--- src/core/qpsc_pkg.sv ---
package qpsc_pkg;

    // ------------------------------------------------------------
    // Command codes.
    // ------------------------------------------------------------
    localparam logic [7:0] CMD_READ_SLOW = 8'h03;
    localparam logic [7:0] CMD_READ_LOW = 8'h0B;
    localparam logic [7:0] CMD_READ_QUAD = 8'hEB;
    localparam logic [7:0] CMD_READ_WRAP = 8'h8B;
    localparam logic [7:0] CMD_WRITE = 8'h02;
    localparam logic [7:0] CMD_WRITE_QUAD = 8'h38;
    localparam logic [7:0] CMD_WRITE_WRAP = 8'h82;
    localparam logic [7:0] CMD_MODE_READ = 8'hB5;
    localparam logic [7:0] CMD_MODE_WRITE = 8'hB1;
    localparam logic [7:0] CMD_QUAD_ENTER = 8'h35;
    localparam logic [7:0] CMD_QUAD_EXIT = 8'hF5;
    localparam logic [7:0] CMD_RESET_ARM = 8'h66;
    localparam logic [7:0] CMD_RESET = 8'h99;

    // ------------------------------------------------------------
    // Field positions, reset values and counts.
    // ------------------------------------------------------------
    localparam int WRAP_LSB = 5;
    localparam logic [1:0] WRAP_RESET = 2'h3;
    localparam logic [7:0] MODE_RESET = 8'h60;
    localparam logic [3:0] ADDR_NIBBLES = 4'h6;
    localparam logic [3:0] READ_WAIT_FAST = 4'h6;
    localparam logic [3:0] READ_WAIT_LOW = 4'h4;
    localparam logic [3:0] WAIT_NONE = 4'h0;

    // Phases of a quad frame.
    typedef enum logic [2:0] {
        PH_IDLE,
        PH_CMD,
        PH_ADDR,
        PH_WAIT,
        PH_DATA,
        PH_IGNORE
    } qpsc_phase_e;

    // Memory access request toward the storage array.
    typedef struct packed {
        logic write;
        logic [23:0] addr;
        logic [7:0] data;
    } qpsc_mem_req_s;

endpackage

--- src/core/qpsc_device.sv ---
`timescale 1ns/1ps
// Summary of operation
// RL1: Read nibbles launched after serial clock falls.
// RL2: Low-speed fast read accepted, host limits clock.
// RL3: High-speed quad read, burst per wrap setting.
// RL4: Wrapped read always wraps at configured length.
// RL5: Both write opcodes behave identically.
// RL6: Wrapped write always wraps at configured length.
// RL7: Quad exit returns to serial mode.
// RL8: Completed reset gives serial standby.
// RL9: Reset needs arm command directly before.
// RL10: Other command after arm cancels pending reset.
// RL11: Host waits 50 ns after reset.
// RL12: Host respects per-command clock limits.
// RL13: Host keeps chip enable high 18 ns.
// RL14: Host bounds chip enable low time.
// RL15: Host waits 150 us after sleep exit.
// RL16: Only linear 2048 bursts cross pages.
// RL17: Host samples fast reads on falling edge; the host model samples just before the rising edge.
// RL18: Reset commands recognised in both modes.
// RL19: Wrap field selects 16/32/64/2048 bytes.
// RL20: Quad mode entered only from serial mode.
// RL21: Chip enable high ends access, standby.
// RL22: Opcode, address, data sent high nibble first.
module qpsc_device (
    input wire logic sysClk,
    input wire logic rst,
    input wire logic linkClk,
    input wire logic chipEnableN,
    input wire logic [3:0] quadIoLinesIn,
    output logic [3:0] quadIoLinesOut,
    output logic [3:0] quadIoLinesOeN,
    output logic fourLineMode,
    output logic [7:0] modeConfigReg,
    output qpsc_pkg::qpsc_mem_req_s memReq,
    output logic memReqValid,
    input wire logic [7:0] memRdData
);
    import qpsc_pkg::*;

    // ------------------------------------------------------------
    // Input synchronisers.
    // ------------------------------------------------------------
    // The link clock is sampled like any other pin, so the host clock must
    // stay several system clocks per phase for edges to be found reliably.
    // All edge detection works on the second stage only; the first stage
    // may be metastable and is never read by logic.
    // Chip enable resets to high in both stages, so no false frame start
    // follows the end of reset.
    logic [5:0] syncA_r; // First stage: clock, chip enable, data.
    logic [5:0] syncB_r; // Second stage, the only reader of syncA_r.
    logic clkPrev_r; // Last synchronised clock, for edge finding.

    // Two flops for every pin input.
    always_ff @(posedge sysClk) begin
        if (rst) begin
            syncA_r <= 6'h02;
            syncB_r <= 6'h02;
            clkPrev_r <= 1'b0;
        end else begin
            syncA_r <= {quadIoLinesIn, chipEnableN, linkClk};
            syncB_r <= syncA_r;
            clkPrev_r <= syncB_r[0];
        end
    end

    logic sClk; // Synchronised link clock.
    logic ceN; // Synchronised chip enable, active low.
    logic [3:0] sIo; // Synchronised data lines.
    logic rise; // Rising edge of the link clock.
    logic fall; // Falling edge of the link clock.
    assign sClk = syncB_r[0];
    assign ceN = syncB_r[1];
    assign sIo = syncB_r[5:2];
    assign rise = sClk & ~clkPrev_r & ~ceN;
    assign fall = ~sClk & clkPrev_r & ~ceN;

    // ------------------------------------------------------------
    // Decode helpers.
    // ------------------------------------------------------------
    // Mask of wrap bits for the given wrap field.
    function automatic logic [10:0] wrapMask(input logic [1:0] code);
        case (code)
            2'h0: wrapMask = 11'h00F; // 16 bytes. RL19
            2'h1: wrapMask = 11'h01F; // 32 bytes.
            2'h2: wrapMask = 11'h03F; // 64 bytes.
            default: wrapMask = 11'h7FF; // 2048 bytes.
        endcase
    endfunction

    // Dummy cycles for a given opcode in quad mode.
    function automatic logic [3:0] waitOf(input logic [7:0] op);
        case (op)
            CMD_READ_LOW: waitOf = READ_WAIT_LOW; // RL2
            CMD_READ_QUAD, CMD_READ_WRAP, CMD_MODE_READ: waitOf = READ_WAIT_FAST;
            default: waitOf = WAIT_NONE;
        endcase
    endfunction

    // ------------------------------------------------------------
    // Frame state.
    // ------------------------------------------------------------
    qpsc_phase_e phase_r; // Current phase of the frame.
    logic [7:0] opcode_r; // Received opcode.
    logic [23:0] addr_r; // Running burst address.
    logic [3:0] count_r; // Nibble or wait counter.
    logic nibHalf_r; // Second nibble of a byte pending.
    logic [3:0] hiNib_r; // High nibble of a byte being written.
    logic [7:0] rdByte_r; // Byte being shifted out.
    logic armed_r; // Reset armed by previous command.
    logic isRead_r; // Frame is a read.
    logic forceWrap_r; // Frame wraps regardless of setting.
    logic cmdDone_r; // A full opcode has been taken.
    logic serialShift_r; // Serial-mode opcode shift in progress.
    logic [2:0] serialCnt_r; // Serial opcode bit counter.

    // Wrap-aware next address.
    // Only the low eleven bits take part in a wrap, so a wrapped burst never
    // leaves its page, while a linear run is free to carry into the page bits.
    logic [23:0] addrNext;
    logic [10:0] mask;
    always_comb begin
        mask = wrapMask(modeConfigReg[WRAP_LSB +: 2]);
        if (forceWrap_r || modeConfigReg[WRAP_LSB +: 2] != WRAP_RESET) begin
            // Wrap inside the selected burst. RL4 RL6 RL16
            addrNext = {addr_r[23:11], (addr_r[10:0] & ~mask) |
                        ((addr_r[10:0] + 11'h001) & mask)};
        end else begin
            // Linear run may cross pages. RL16 RL19
            addrNext = addr_r + 24'h000001;
        end
    end

    // Main frame sequencer on link clock edges.
    // Every phase advances only on a detected rising edge with chip enable low.
    // A frame cut short by chip enable returns straight to idle, whatever phase.
    always_ff @(posedge sysClk) begin
        if (rst) begin
            phase_r <= PH_IDLE;
            opcode_r <= 8'h00;
            addr_r <= 24'h000000;
            count_r <= 4'h0;
            nibHalf_r <= 1'b0;
            hiNib_r <= 4'h0;
            isRead_r <= 1'b0;
            forceWrap_r <= 1'b0;
            cmdDone_r <= 1'b0;
            serialShift_r <= 1'b0;
            serialCnt_r <= 3'h0;
        end else if (ceN) begin
            // Chip enable high ends any access and returns to standby. RL21
            phase_r <= PH_IDLE;
            nibHalf_r <= 1'b0;
            cmdDone_r <= 1'b0;
            serialCnt_r <= 3'h0;
            serialShift_r <= 1'b0;
        end else begin
            cmdDone_r <= 1'b0;
            if (rise) begin
                case (phase_r)
                    PH_IDLE: begin
                        if (fourLineMode) begin
                            opcode_r <= {opcode_r[3:0], sIo}; // RL22
                            phase_r <= PH_CMD;
                        end else begin
                            // Serial opcode shifts in on line 0.
                            opcode_r <= {opcode_r[6:0], sIo[0]};
                            serialCnt_r <= serialCnt_r + 3'h1;
                            serialShift_r <= 1'b1;
                            if (serialCnt_r == 3'h7) begin
                                cmdDone_r <= 1'b1;
                                phase_r <= PH_IGNORE;
                            end
                        end
                    end
                    PH_CMD: begin
                        opcode_r <= {opcode_r[3:0], sIo}; // RL22
                        cmdDone_r <= 1'b1;
                        count_r <= 4'h0;
                        case ({opcode_r[3:0], sIo})
                            CMD_READ_LOW, CMD_READ_QUAD: begin // RL2 RL3
                                phase_r <= PH_ADDR;
                                isRead_r <= 1'b1;
                                forceWrap_r <= 1'b0;
                            end
                            CMD_READ_WRAP: begin // RL4
                                phase_r <= PH_ADDR;
                                isRead_r <= 1'b1;
                                forceWrap_r <= 1'b1;
                            end
                            CMD_WRITE, CMD_WRITE_QUAD: begin // RL5
                                phase_r <= PH_ADDR;
                                isRead_r <= 1'b0;
                                forceWrap_r <= 1'b0;
                            end
                            CMD_WRITE_WRAP: begin // RL6
                                phase_r <= PH_ADDR;
                                isRead_r <= 1'b0;
                                forceWrap_r <= 1'b1;
                            end
                            default: phase_r <= PH_IGNORE;
                        endcase
                    end
                    PH_ADDR: begin
                        addr_r <= {addr_r[19:0], sIo}; // RL22
                        count_r <= count_r + 4'h1;
                        if (count_r == ADDR_NIBBLES - 4'h1) begin
                            count_r <= 4'h0;
                            phase_r <= (waitOf(opcode_r) == WAIT_NONE) ? PH_DATA : PH_WAIT;
                        end
                    end
                    PH_WAIT: begin
                        count_r <= count_r + 4'h1;
                        if (count_r == waitOf(opcode_r) - 4'h1) begin
                            phase_r <= PH_DATA;
                        end
                    end
                    PH_DATA: begin
                        nibHalf_r <= ~nibHalf_r;
                        if (!isRead_r && !nibHalf_r) begin
                            hiNib_r <= sIo; // RL22
                        end
                        if (nibHalf_r) begin
                            addr_r <= addrNext;
                        end
                    end
                    default: phase_r <= PH_IGNORE;
                endcase
            end
        end
    end

    // ------------------------------------------------------------
    // Memory requests: writes store bytes, reads fetch the next byte.
    // ------------------------------------------------------------
    always_ff @(posedge sysClk) begin
        if (rst) begin
            memReq <= '0;
            memReqValid <= 1'b0;
        end else begin
            memReqValid <= 1'b0;
            if (rise && !ceN && phase_r == PH_DATA && nibHalf_r && !isRead_r) begin
                memReq <= '{write: 1'b1, addr: addr_r, data: {hiNib_r, sIo}};
                memReqValid <= 1'b1;
            end else if (rise && !ceN && isRead_r &&
                         (phase_r == PH_WAIT || (phase_r == PH_DATA && nibHalf_r))) begin
                // Fetch the byte that the next pair of nibbles will carry.
                memReq <= '{write: 1'b0,
                            addr: (phase_r == PH_DATA) ? addrNext : addr_r,
                            data: 8'h00};
                memReqValid <= 1'b1;
            end
        end
    end

    // ------------------------------------------------------------
    // Read data driver, launched on falling link clock edges.
    // ------------------------------------------------------------
    // The storage byte is taken at the high-nibble launch and kept, so the low
    // nibble is unaffected by the fetch of the following byte.
    // Lines are released as soon as chip enable is seen high.
    logic readOut_r; // Lines driven by the device.
    always_ff @(posedge sysClk) begin
        if (rst) begin
            quadIoLinesOut <= 4'h0;
            readOut_r <= 1'b0;
            rdByte_r <= 8'h00;
        end else if (ceN) begin
            readOut_r <= 1'b0;
        end else if (fall && phase_r == PH_DATA && isRead_r) begin
            // Launch after the falling edge, high nibble first. RL1 RL22
            readOut_r <= 1'b1;
            if (!nibHalf_r) begin
                quadIoLinesOut <= memRdData[7:4];
                rdByte_r <= memRdData;
            end else begin
                quadIoLinesOut <= rdByte_r[3:0];
            end
        end
    end
    assign quadIoLinesOeN = {4{~readOut_r}};

    // ------------------------------------------------------------
    // Mode, wrap setting and two-step reset.
    // ------------------------------------------------------------
    // Each completed opcode updates the armed flag, so a reset only takes
    // effect when it is the very next command after the arm.
    always_ff @(posedge sysClk) begin
        if (rst) begin
            fourLineMode <= 1'b0;
            armed_r <= 1'b0;
            modeConfigReg <= MODE_RESET;
        end else if (cmdDone_r) begin
            // Any command other than the arm clears the armed state. RL10
            armed_r <= (opcode_r == CMD_RESET_ARM); // RL9 RL18
            if (opcode_r == CMD_RESET && armed_r) begin
                // Back to serial standby with default settings. RL8 RL9 RL18
                fourLineMode <= 1'b0;
                modeConfigReg <= MODE_RESET;
            end else if (opcode_r == CMD_QUAD_EXIT && fourLineMode) begin
                fourLineMode <= 1'b0; // RL7
            end else if (opcode_r == CMD_QUAD_ENTER && !fourLineMode) begin
                fourLineMode <= 1'b1; // RL20
            end
        end
    end

endmodule

--- config.mk ---
export PLATFORM = sky130hd
export DESIGN_NAME = qpsc_device
export DESIGN_NICKNAME = d
export VERILOG_FILES = /design/src/core/qpsc_pkg.sv /design/src/core/qpsc_device.sv
export SDC_FILE = /design/constraint.sdc
export NUM_CORES = 1
export LEC_CHECK = 0
export BUFFER_PORTS_ARGS = -buffer_cell sky130_fd_sc_hd__buf_2
export CORE_MARGIN = 5
export CORE_UTILIZATION = 25
export CTS_BUF_LIST = sky130_fd_sc_hd__clkbuf_8
export DETAILED_ROUTE_END_ITERATION = 10
export GPL_ROUTABILITY_DRIVEN = 0
export PLACE_DENSITY = 0.37
export SYNTH_ARGS = -nofsm -noshare
export SYNTH_HDL_FRONTEND = slang
export SYNTH_SLANG_ARGS = --single-unit
--- constraint.sdc ---
create_clock -name sysClk -period 3.1 [get_ports sysClk]
set_clock_uncertainty 0.15 [all_clocks]
set_input_delay 0.155 -clock sysClk [delete_from_list [all_inputs] [get_ports sysClk]]
set_output_delay 0.155 -clock sysClk [all_outputs]
set_load 0.02 [all_outputs]
# Yosys cells after proc, flatten, opt, wreduce, memory -nomap -nowiden
# Index checks and enable logic that the tools add are counted.
# Widths: inputs -> output; s select.
[word_totals]
reg_bits = 108
latchBits = 0
out_inout_bits = 51
memories = 0
romBits = 0
in_bits = 16
ramBits = 0
elab_cells = 149
[op_classes]
shifts = 0
multipliers = 0
n_eq_ne = 25
bitwise = 12
order_cmp = 0
muxes = 38
reduce_logical = 47
addsub = 5
n_div = 0
[ops]
columns = ["operator", "n"]
rows = [
  ["$mux 24", 3],
  ["$mux 33", 2],
  ["$eq 8x8->1 const B", 8],
  ["$pmux 24 s2", 1],
  ["$mux 4", 11],
  ["$add 24x1->24 const B", 1],
  ["$mux 3", 6],
  ["$eq 8x4->1 const B", 2],
  ["$eq 8x6->1 const B", 2],
  ["$pmux 8 s2", 1],
  ["$reduce_and 4->1", 4],
  ["$pmux 3 s5", 1],
  ["$logic_and 1x1->1", 13],
  ["$pmux 4 s3", 1],
  ["$reduce_and 3->1", 4],
  ["$reduce_or 3->1", 4],
  ["$add 11x1->11 const B", 1],
  ["$reduce_bool 2->1", 5],
  ["$eq 8x2->1 const B", 1],
  ["$eq 8x7->1 const B", 1],
  ["$mux 8", 1],
  ["$not 1->1", 8],
  ["$mux 1", 7],
  ["$eq 3x2->1 const B", 2],
  ["other kinds (22)", 37],
]

# Depth between registers and ports, before layout
# Gate-level depths: netlist of the first run.
[logic_depth]
depth_word = 12
mapped_depth = 8
ltp_nobuf = 7

# Least setup slack after synthesis of the first run
# No wires, ideal clock.
[synth_path]
path_type = "reg2reg"
start = "register opcode_r[1]"
end = "register phase_r[2]"
setup_ps = 117
t_required_ps = 2833
path_slack_ps = 1091
stages_incl_launch_ff = 7
arrival_time_ps = 1743
path_buffers = 1
period_less_slack_ps = 2009
cell_sequence = "dfxtp_1 buf_2 nand4bb_1 or4_4 and4_1 o31a_1 a22o_1"
[synth_via]
elab_chain_len = 12
word_cells_on_any_way = 31
cone_classes = "add/sub: 1; eq/ne: 12; mux: 14; reduce/logical: 4"
[synth_lines]
columns = ["item", "line", "source"]
rows = [
  ["from (decl)", "qpsc_device.sv:104", "logic [7:0] opcode_r;"],
  ["from (signal assigned)", "qpsc_device.sv:163", "opcode_r <= {opcode_r[3:0], sIo};"],
  ["from (signal assigned)", "qpsc_device.sv:167", "opcode_r <= {opcode_r[6:0], sIo[0]};"],
  ["from (signal assigned)", "qpsc_device.sv:177", "opcode_r <= {opcode_r[3:0], sIo};"],
  ["branches (longest 12 deep; another with $sub 4x1->4)", "--", ""],
  ["to (signal assigned)", "qpsc_device.sv:209", "phase_r <= (waitOf(opcode_r) == WAIT_NONE) ? PH_DATA : PH_WAIT;"],
  ["to (decl)", "qpsc_device.sv:103", "qpsc_phase_e phase_r;"],
]
# Parallel ways; which one is timed is not known. The select of a mux whose other input is x is not followed.
# A chain may end at the register's enable or synchronous reset.

# Worst setup path in the final report of the first run
[layout_path]
start = "register syncB_r[0]"
end = "register addr_r[0]"
[layout_via]
elab_chain_len = 3
[layout_lines]
columns = ["item", "line", "source"]
rows = [
  ["from (decl)", "qpsc_device.sv:51", "logic [5:0] syncB_r;"],
  ["from (signal assigned)", "qpsc_device.sv:62", "syncB_r <= syncA_r;"],
  ["$and 1x1->1 (2 in series)", "qpsc_device.sv:75", "assign rise = sClk & ~clkPrev_r & ~ceN;"],
  ["$reduce_and 4->1 (no source line)", "--", ""],
  ["to (signal assigned)", "qpsc_device.sv:205", "addr_r <= {addr_r[19:0], sIo};"],
  ["to (signal assigned)", "qpsc_device.sv:224", "addr_r <= addrNext;"],
  ["to (decl)", "qpsc_device.sv:105", "logic [23:0] addr_r;"],
]
# Every way passes these cells.

==> impl_metrics.py, run 1 <==
metrics = {
    "run_status": {
        "status": "completed",
    },
    "timing": {
        "fin_hold_ws_ns": 0.04769,
        "setup-violations-final": 0,
        "layout_min_cycle_time_ns": 2.465,
        "max_freq_mhz": 405.7,
        "tns_ns": 0,
        "maxSlewHeadroom": 0.5208,
        "hold_viol_final": 0,
        "layout_setup_ws_ns": 0.6353,
        "fin_crit_sh": 0.7951,
        "maxSlewViolCount": 0,
        "worstMarginPinSlew_ns": 0.7178,
        "rsz0062_at_grt": "no",
    },
    "placed_design": {
        "dp_hpwl_mm": 10.49,
        "dp_worst_setup_slack_ns": 0.6157,
        "portBuffers": 58,
    },
    "power": {
        "ir_drop_v": 0.0002324,
        "powerDensity_mw_per_mm2": 375.4,
        "total_leakage_power_nw": 2.163,
        "power.total_w": 0.002399,
    },
    "logic_synthesis": {
        "synth_area_leader_cell": "dfxtp_1",
        "synth_commonest_cells": "108 x dfxtp_1, 100 x nor2_1, 46 x nand2_1",
        "synth_area_leaders": "dfxtp_1 39%, nor2_1 6.7%, a211oi_1 5.1%",
        "async_reset_ff_frac": 0,
        "synth_top_family_by_area": "simple AND/OR/NAND/NOR gates",
        "syn_avg_cell_area_um2": 8.347,
        "synth_ff_type": "dfxtp_1",
        "yosysMostFrequentCell": "dfxtp_1",
        "synth_xor_area_frac": 0.04060,
        "synth_compound_area_frac": 0.1996,
        "yosys_warnings": 0,
        "synthMuxAreaShare": 0.04127,
        "yosys.area_share.simple": 0.2478,
        "syn-instance-count": 672,
        "synth_area_mm2": 0.005609,
        "yosysTopAreaCellShare": 0.3855,
        "ys_ff_latch": 108,
        "synth_fa_ha_area_frac": 0.01115,
        "synth_seq_area_share": 0.3855,
        "yosys.cell_types.count": 70,
        "synth-edff-count": 0,
    },
    "floorplan": {
        "io_pins": 67,
        "core_mm2": 0.02196,
        "dieHeight_um": 159.8,
        "fp.dieArea_mm2": 0.02553,
        "rows": 54,
        "die-width_um": 159.8,
        "start_util": 0.2554,
    },
    "global_route": {
        "globalRouteMet2Util": 0.1960,
        "grt_pass1_vias": 4723,
        "grt.overflow.total": 0,
        "grt_util_met3": 0.02784,
        "antenna_found_initial": 0,
        "grt.busiest_layer": "met2",
        "met1_usage": 0.1595,
        "grt_usage": 0.1205,
        "grt_max_degree": 98,
        "grt_pass1_wl_mm": 25.41,
    },
    "run": {
        "maxCapViolCount": 0,
    },
    "detailed_routing": {
        "ant_nets": 0,
        "vias": 4857,
        "via_per_inst": 4.941,
        "wl_mm": 15.33,
        "first_pass_iters": 4,
        "post_drt_wl_per_cell_um": 15.60,
        "drc": 0,
        "drtIter0Drc": 196,
    },
    "setup_path": {
        "critPathTopFamily": "simple AND/OR/NAND/NOR gates",
        "crit_path_top_delay_cell": "or3b_1",
        "worstPathMaxFanout": 39,
        "worstPathRequired_ns": 3.29,
        "crit_path_max_incr_delay_ns": 0.56,
        "end_kind": "register",
        "startpoint_type": "register",
        "crit_chain": "or3b_1 > a211oi_4 > buf_4 > nand2_1 > mux2_2 > a21oi_1",
        "cp.arrival_ns": 2.65,
        "r2r_slack_ns": 0.64,
        "path_buf_inv": 1,
        "worstSetupPathType": "reg2reg",
    },
    "clock_tree": {
        "numCtsBuffers": 9,
        "clkLatencyLatePin_ns": 0.40,
        "cts_max_level": 3,
        "clkSlewWorstSetupHoldPaths_ns": 0.13,
        "clock-sinks": 108,
        "clockRootBuffer": "clkbuf_8",
        "clk_path_buf_depth": 2,
        "cts_tree": "built",
        "cts-resized-gates": 0,
    },
    "cells_and_area": {
        "final_nets": 719,
        "drive_gt1_frac": 0.1550,
        "num_antenna_cells": 0,
        "num-fill-cells": 2379,
        "area_delta_synth_final_pct": 13.92,
        "fin_util": 0.2910,
    },
    "min_path": {
        "min_path_type": "in2reg",
    },
}
==> worst min-delay path: stages <==
cell and delay, ns:
buf_2 0.15, or2_2 0.20, nor2_1 0.06
==> timing repair <==
item / 4_1_cts / 5_1_grt
setup buffers: 0 / 0
hold buffers: 14 / 0
endpoints found under the hold margin: 14 / 0
==> placed cells by master, fill, tap and decap left out, drive strengths merged, types with 4 or more instances in the layout <==
| master | count |
|---|---|
| a211oi | 39 |
| a21oi | 33 |
| a22o | 4 |
| a22oi | 14 |
| a311oi | 6 |
| a31oi | 5 |
| and3 | 7 |
| and4 | 6 |
| buf | 69 |
| clkbuf | 9 |
| clkinv | 4 |
| conb | 8 |
| dfxtp | 108 |
| dlygate4sd3 | 14 |
| ha | 5 |
| inv | 14 |
| mux2i | 22 |
| nand2 | 46 |
| nand3 | 18 |
| nand3b | 4 |
| nand4 | 15 |
| nor2 | 101 |
| nor2b | 14 |
| nor3 | 10 |
| nor4 | 7 |
| nor4b | 4 |
| o21ai | 24 |
| o22ai | 5 |
| o31ai | 8 |
| or3 | 5 |
| or4 | 5 |
| xnor2 | 14 |
| xor2 | 12 |
==> cells by family (layout without fill, tap and decap cells) <==
family | after synthesis | after routing
and+or+nand+nor | 262 | 262
DFF | 108 | 108
xor gates and xnor gates | 26 | 26
other | 2 | 8
muxes | 23 | 23
AOI/OAI and AO/OA | 161 | 161
buffers and inverters | 85 | 110
adders and majority gates | 5 | 5
==> stage by stage <==
| stage | cells | area [um2] |
|---|---|---|
| 3_5_place_dp | 953 | 6032 |
| 3_3_place_gp | 953 | 6032 |
| 5_1_grt | 983 | 6390 |
| 6_report | 983 | 6390 |
| 4_1_cts | 983 | 6390 |
| 2_1_floorplan | 678 | 5632 |
==> flip-flops by register name, indices dropped and copies added (netlist names), 3 cells and up <==
name	cells
count_r	4
memReq	33
hiNib_r	4
quadIoLinesOut	4
phase_r	3
syncB_r	6
serialCnt_r	3
addr_r	24
opcode_r	8
rdByte_r	4
syncA_r	6
==> path summary, 6_finish.rpt <==
kind / startpoint / end / depth (start not counted)
worst max-delay path: syncB_r[0]$_SDFF_PP0_ / addr_r[0]$_SDFFE_PP0P_ / 6
worst min register to register: syncA_r[3]$_SDFF_PP0_ / syncB_r[3]$_SDFF_PP0_ / 1
worst max register to register: syncB_r[0]$_SDFF_PP0_ / addr_r[0]$_SDFFE_PP0P_ / 6
worst min-delay path: rst / readOut_r$_SDFFE_PP0P_ / 3
==> metal layers <==
layer | up-vias | part of all wire
li1 | 2465 | -
met5 | - | 0
met3 | 19 | 0.038
met2 | 82 | 0.46
met1 | 2291 | 0.48
met4 | 0 | 0.019
==> report_power, final <==
group          switching (W)  internal (W)  total (W)  leakage [nW]
clock               0.000581      0.000331   0.000912         0.107
combinational      0.0000455     0.0000333  0.0000788          1.18
sequential         0.0000121       0.00140    0.00141         0.872
total               0.000639       0.00176    0.00240          2.16
==> layout make-up <==
cell class / count / area [um2] / share of cell area
Sequential cell: 108 / 2162 / 0.3384
Inverter: 11 / 41.29 / 0.006462
Clock buffer: 9 / 123.9 / 0.01939
Clock inverter: 7 / 93.84 / 0.01469
Tap cell: 280 / 350.3 / 0.05483
Multi-Input combinational cell: 485 / 3080 / 0.4821
Timing Repair Buffer: 83 / 538.0 / 0.08420
Note: power is estimated with default switching activity, not from simulation.
==> inputs of run 2 (changes only) <==
--- a/config.mk
+++ b/config.mk
@@ -5,6 +5,7 @@
 export SDC_FILE = /design/constraint.sdc
 export NUM_CORES = 1
 export LEC_CHECK = 0
+export ABC_AREA = 1
 export BUFFER_PORTS_ARGS = -buffer_cell sky130_fd_sc_hd__buf_2
 export CORE_MARGIN = 5
 export CORE_UTILIZATION = 25
==> constraint.sdc (replaced) <==
create_clock -name sysClk -period 2.3 [get_ports sysClk]
set_clock_uncertainty 0.15 [all_clocks]
set_input_delay 0.115 -clock sysClk [delete_from_list [all_inputs] [get_ports sysClk]]
set_output_delay 0.115 -clock sysClk [all_outputs]
set_load 0.02 [all_outputs]
==> run 2 against run 1 <==
Compared with the run above:
- cell area rose by 0.63%
- first-iteration DRC count rose by 56%
- critical endpoint is now memReq[26]$_SDFFE_PP0P_
- worst hold slack improved by 0.21 ns
- sequential share of layout area fell by 0.17 points
- highest routed layer unchanged
- maximum frequency rose by 20%
==> impl_metrics.py, run 2 <==
metrics = {
    "global_route": {
        "grt.overflow.total": 0,
        "grt_pass1_wl_mm": 26.80,
        "antenna_found_initial": 0,
        "grt_pass1_vias": 5118,
        "grt_usage": 0.1354,
        "grt_max_degree": 30,
    },
    "detailed_routing": {
        "vias": 5273,
        "wl_mm": 16.45,
        "drtIter0Drc": 305,
        "first_pass_iters": 7,
        "ant_nets": 0,
        "drc": 0,
        "post_drt_wl_per_cell_um": 14.52,
        "via_per_inst": 4.654,
    },
    "power": {
        "powerDensity_mw_per_mm2": 510.5,
        "power.share.clock": 0.385,
        "p_comb_frac": 0.038,
        "seqPwrFrac": 0.576,
        "power.internal_w": 0.002459,
        "total_leakage_power_nw": 2.806,
        "switching_share": 0.2510,
        "ir_drop_v": 0.0002483,
        "power.total_w": 0.003282,
        "p_sw_w": 0.0008238,
    },
    "logic_synthesis": {
        "yosysMostFrequentCell": "nand2_1",
        "async_reset_ff_frac": 0,
        "synth_seq_area_share": 0.4050,
        "synth_commonest_cells": "145 x nand2_1, 113 x a21oi_1, 108 x dfxtp_1",
        "yosysTopAreaCellShare": 0.4050,
        "yosys.cell_types.count": 42,
        "synth-edff-count": 0,
        "syn-instance-count": 774,
        "synth_area_leaders": "dfxtp_1 40%, a21oi_1 11%, nand2_1 10%",
        "synth_ff_type": "dfxtp_1",
        "synth_area_leader_cell": "dfxtp_1",
        "yosys_warnings": 0,
        "synth_area_mm2": 0.005339,
        "ys_ff_latch": 108,
        "syn_avg_cell_area_um2": 6.898,
    },
    "run": {
        "maxCapViolCount": 0,
    },
    "cells_and_area": {
        "final_common_cell": "nand2_1",
        "largest_reg_flops": 33,
        "fin_util": 0.3059,
        "num_antenna_cells": 0,
        "fin_cells": 1133,
        "largestRegisters": "memReq x33, addr_r x24, opcode_r x8",
        "area_delta_synth_final_pct": 20.44,
        "final_nets": 874,
        "largest_register": "memReq",
        "drive_gt1_frac": 0.1469,
        "num-fill-cells": 2352,
        "final_cell_mix": "145 x nand2_1, 113 x a21oi_1, 106 x dfxtp_1, 84 x inv_1, 72 x o21ai_0",
    },
    "min_path": {
        "holdPathStages": 2,
        "hold_end": "syncB_r[0]$_SDFF_PP0_",
        "min_path_type": "reg2reg",
        "min-delay-start": "syncA_r[0]$_SDFF_PP0_",
    },
    "setup_path": {
        "worstSetupPathType": "reg2reg",
        "worstPathRequired_ns": 2.49,
        "rr_endpoint": "memReq[26]$_SDFFE_PP0P_",
        "end_kind": "register",
        "worstPathMaxFanout": 13,
        "reg2reg_from": "phase_r[1]$_SDFFE_PP0P_",
        "crit_path_top_delay_cell": "dfxtp_1",
        "crit_path_max_incr_delay_ns": 0.36,
        "cp.arrival_ns": 2.25,
        "path_buf_inv": 4,
        "crit_chain": "inv_1 > nand2_1 > nor2_2 > buf_4 > nand2_2 > inv_2 > buf_4 > nand3_1 > a21oi_1",
        "critPathTopFamily": "buffers and inverters",
        "r2r_slack_ns": 0.24,
        "startpoint_type": "register",
        "reg2reg_depth": 9,
        "cp_common_cell": "buf_4",
    },
    "timing": {
        "fin_crit_sh": 0.8960,
        "layout_min_cycle_time_ns": 2.061,
        "tns_ns": 0,
        "maxSlewHeadroom": 0.5484,
        "worstMarginPinSlew_ns": 0.6767,
        "setup-violations-final": 0,
        "maxSlewViolCount": 0,
        "max_freq_mhz": 485.2,
        "hold_viol_final": 0,
        "fin_hold_ws_ns": 0.2593,
        "rsz0062_at_grt": "no",
    },
    "clock_tree": {
        "clkSlewWorstSetupHoldPaths_ns": 0.12,
        "clock-sinks": 108,
        "cts_tree": "built",
        "clkLatencyLatePin_ns": 0.39,
        "clk_path_buf_depth": 2,
        "numCtsBuffers": 9,
        "cts_max_level": 3,
        "clockRootBuffer": "clkbuf_8",
        "postCtsSetupRepairBufs": 0,
    },
    "placed_design": {
        "dp_hpwl_mm": 12.16,
        "portBuffers": 58,
        "dpl.cell_count": 1097,
    },
    "floorplan": {
        "die-width_um": 156.1,
        "fp.dieArea_mm2": 0.02438,
        "io_pins": 67,
        "start_util": 0.2540,
        "rows": 53,
        "dieHeight_um": 156.1,
        "core_mm2": 0.02102,
    },
    "run_status": {
        "status": "completed",
    },
}
## run 2: kinds of logic (layout without fill, tap and decap cells)
logic type	Yosys count	count (layout)	synth area share
AND/OR/NAND/NOR	290	290	0.2355
AO/OA/AOI/OAI	220	220	0.2194
buffers and inverters	138	216	0.1090
flip-flops	108	108	0.4050
XOR/XNOR	11	11	0.01805
adder cells (fa/ha/maj)	5	5	0.01172
other	2	8	0.001407
## run 2: worst max-delay path by stage
stage / end / slack (ns) / from / depth (start not counted)
after detailed placement: addr_r[22]$_SDFFE_PP0P_ / 0.17 / addr_r[1]$_SDFFE_PP0P_ / 11
after CTS: addr_r[22]$_SDFFE_PP0P_ / 0.14 / addr_r[1]$_SDFFE_PP0P_ / 11
after global routing: memReq[20]$_SDFFE_PP0P_ / 0.02 / addr_r[1]$_SDFFE_PP0P_ / 11
after global placement: memReq[12]$_SDFFE_PP0P_ / 0.25 / phase_r[1]$_SDFFE_PP0P_ / 10
after floorplan: addr_r[12]$_SDFFE_PP0P_ / 0.53 / addr_r[0]$_SDFFE_PP0P_ / 11
final: memReq[26]$_SDFFE_PP0P_ / 0.24 / phase_r[1]$_SDFFE_PP0P_ / 9
## run 2: repair_timing
item,4_1_cts,5_1_grt
setup endpoints to repair,0,8
hold buffers,20,0
resized for setup,0,3
endpoints found under the hold margin,30,0
## run 2: metal layers
layer | GRT usage | up-vias | routed length, um
met1 | 0.1834 | 2403 | 7628
met3 | 0.02691 | 23 | 906
li1 | - | 2696 | -
met5 | 0 | - | 0
met4 | 0.03967 | 0 | 302
met2 | 0.2191 | 151 | 7611
## run 2: power groups by stage
stage                     combinational [W]  sequential [W]  clock (W)
after floorplan                   0.0000708         0.00193          0
after global placement             0.000102         0.00193          0
after detailed placement           0.000102         0.00193          0
after CTS                          0.000127         0.00189    0.00133
after global routing               0.000140         0.00189    0.00141
final                              0.000126         0.00189    0.00126
## run 2: final cells by class
cell class	instances	area [um2]	share of cell area
well taps	275	344.1	0.05351
clock inverters	7	81.33	0.01265
inverters	91	341.6	0.05312
flip-flops and latches	108	2165	0.3366
repair buffers	109	748.2	0.1164
multi-input cells	534	2626	0.4084
clock buffers	9	123.9	0.01926
## run 2: worst min-delay path, stage by stage, from the launching register on
cell     delay, ns
dfxtp_1       0.31
inv_1         0.04
nor2_1        0.03
## run 2: through the flow
| step | area, um2 | worst slack [ns] |
|---|---|---|
| 6_report | 6430 | 0.2391 |
| 5_1_grt | 6430 | 0.02063 |
| 4_1_cts | 6425 | 0.1364 |
| 3_5_place_dp | 6020 | 0.1741 |
| 3_3_place_gp | 6020 | 0.2477 |
| 2_1_floorplan | 5361 | 0.5254 |
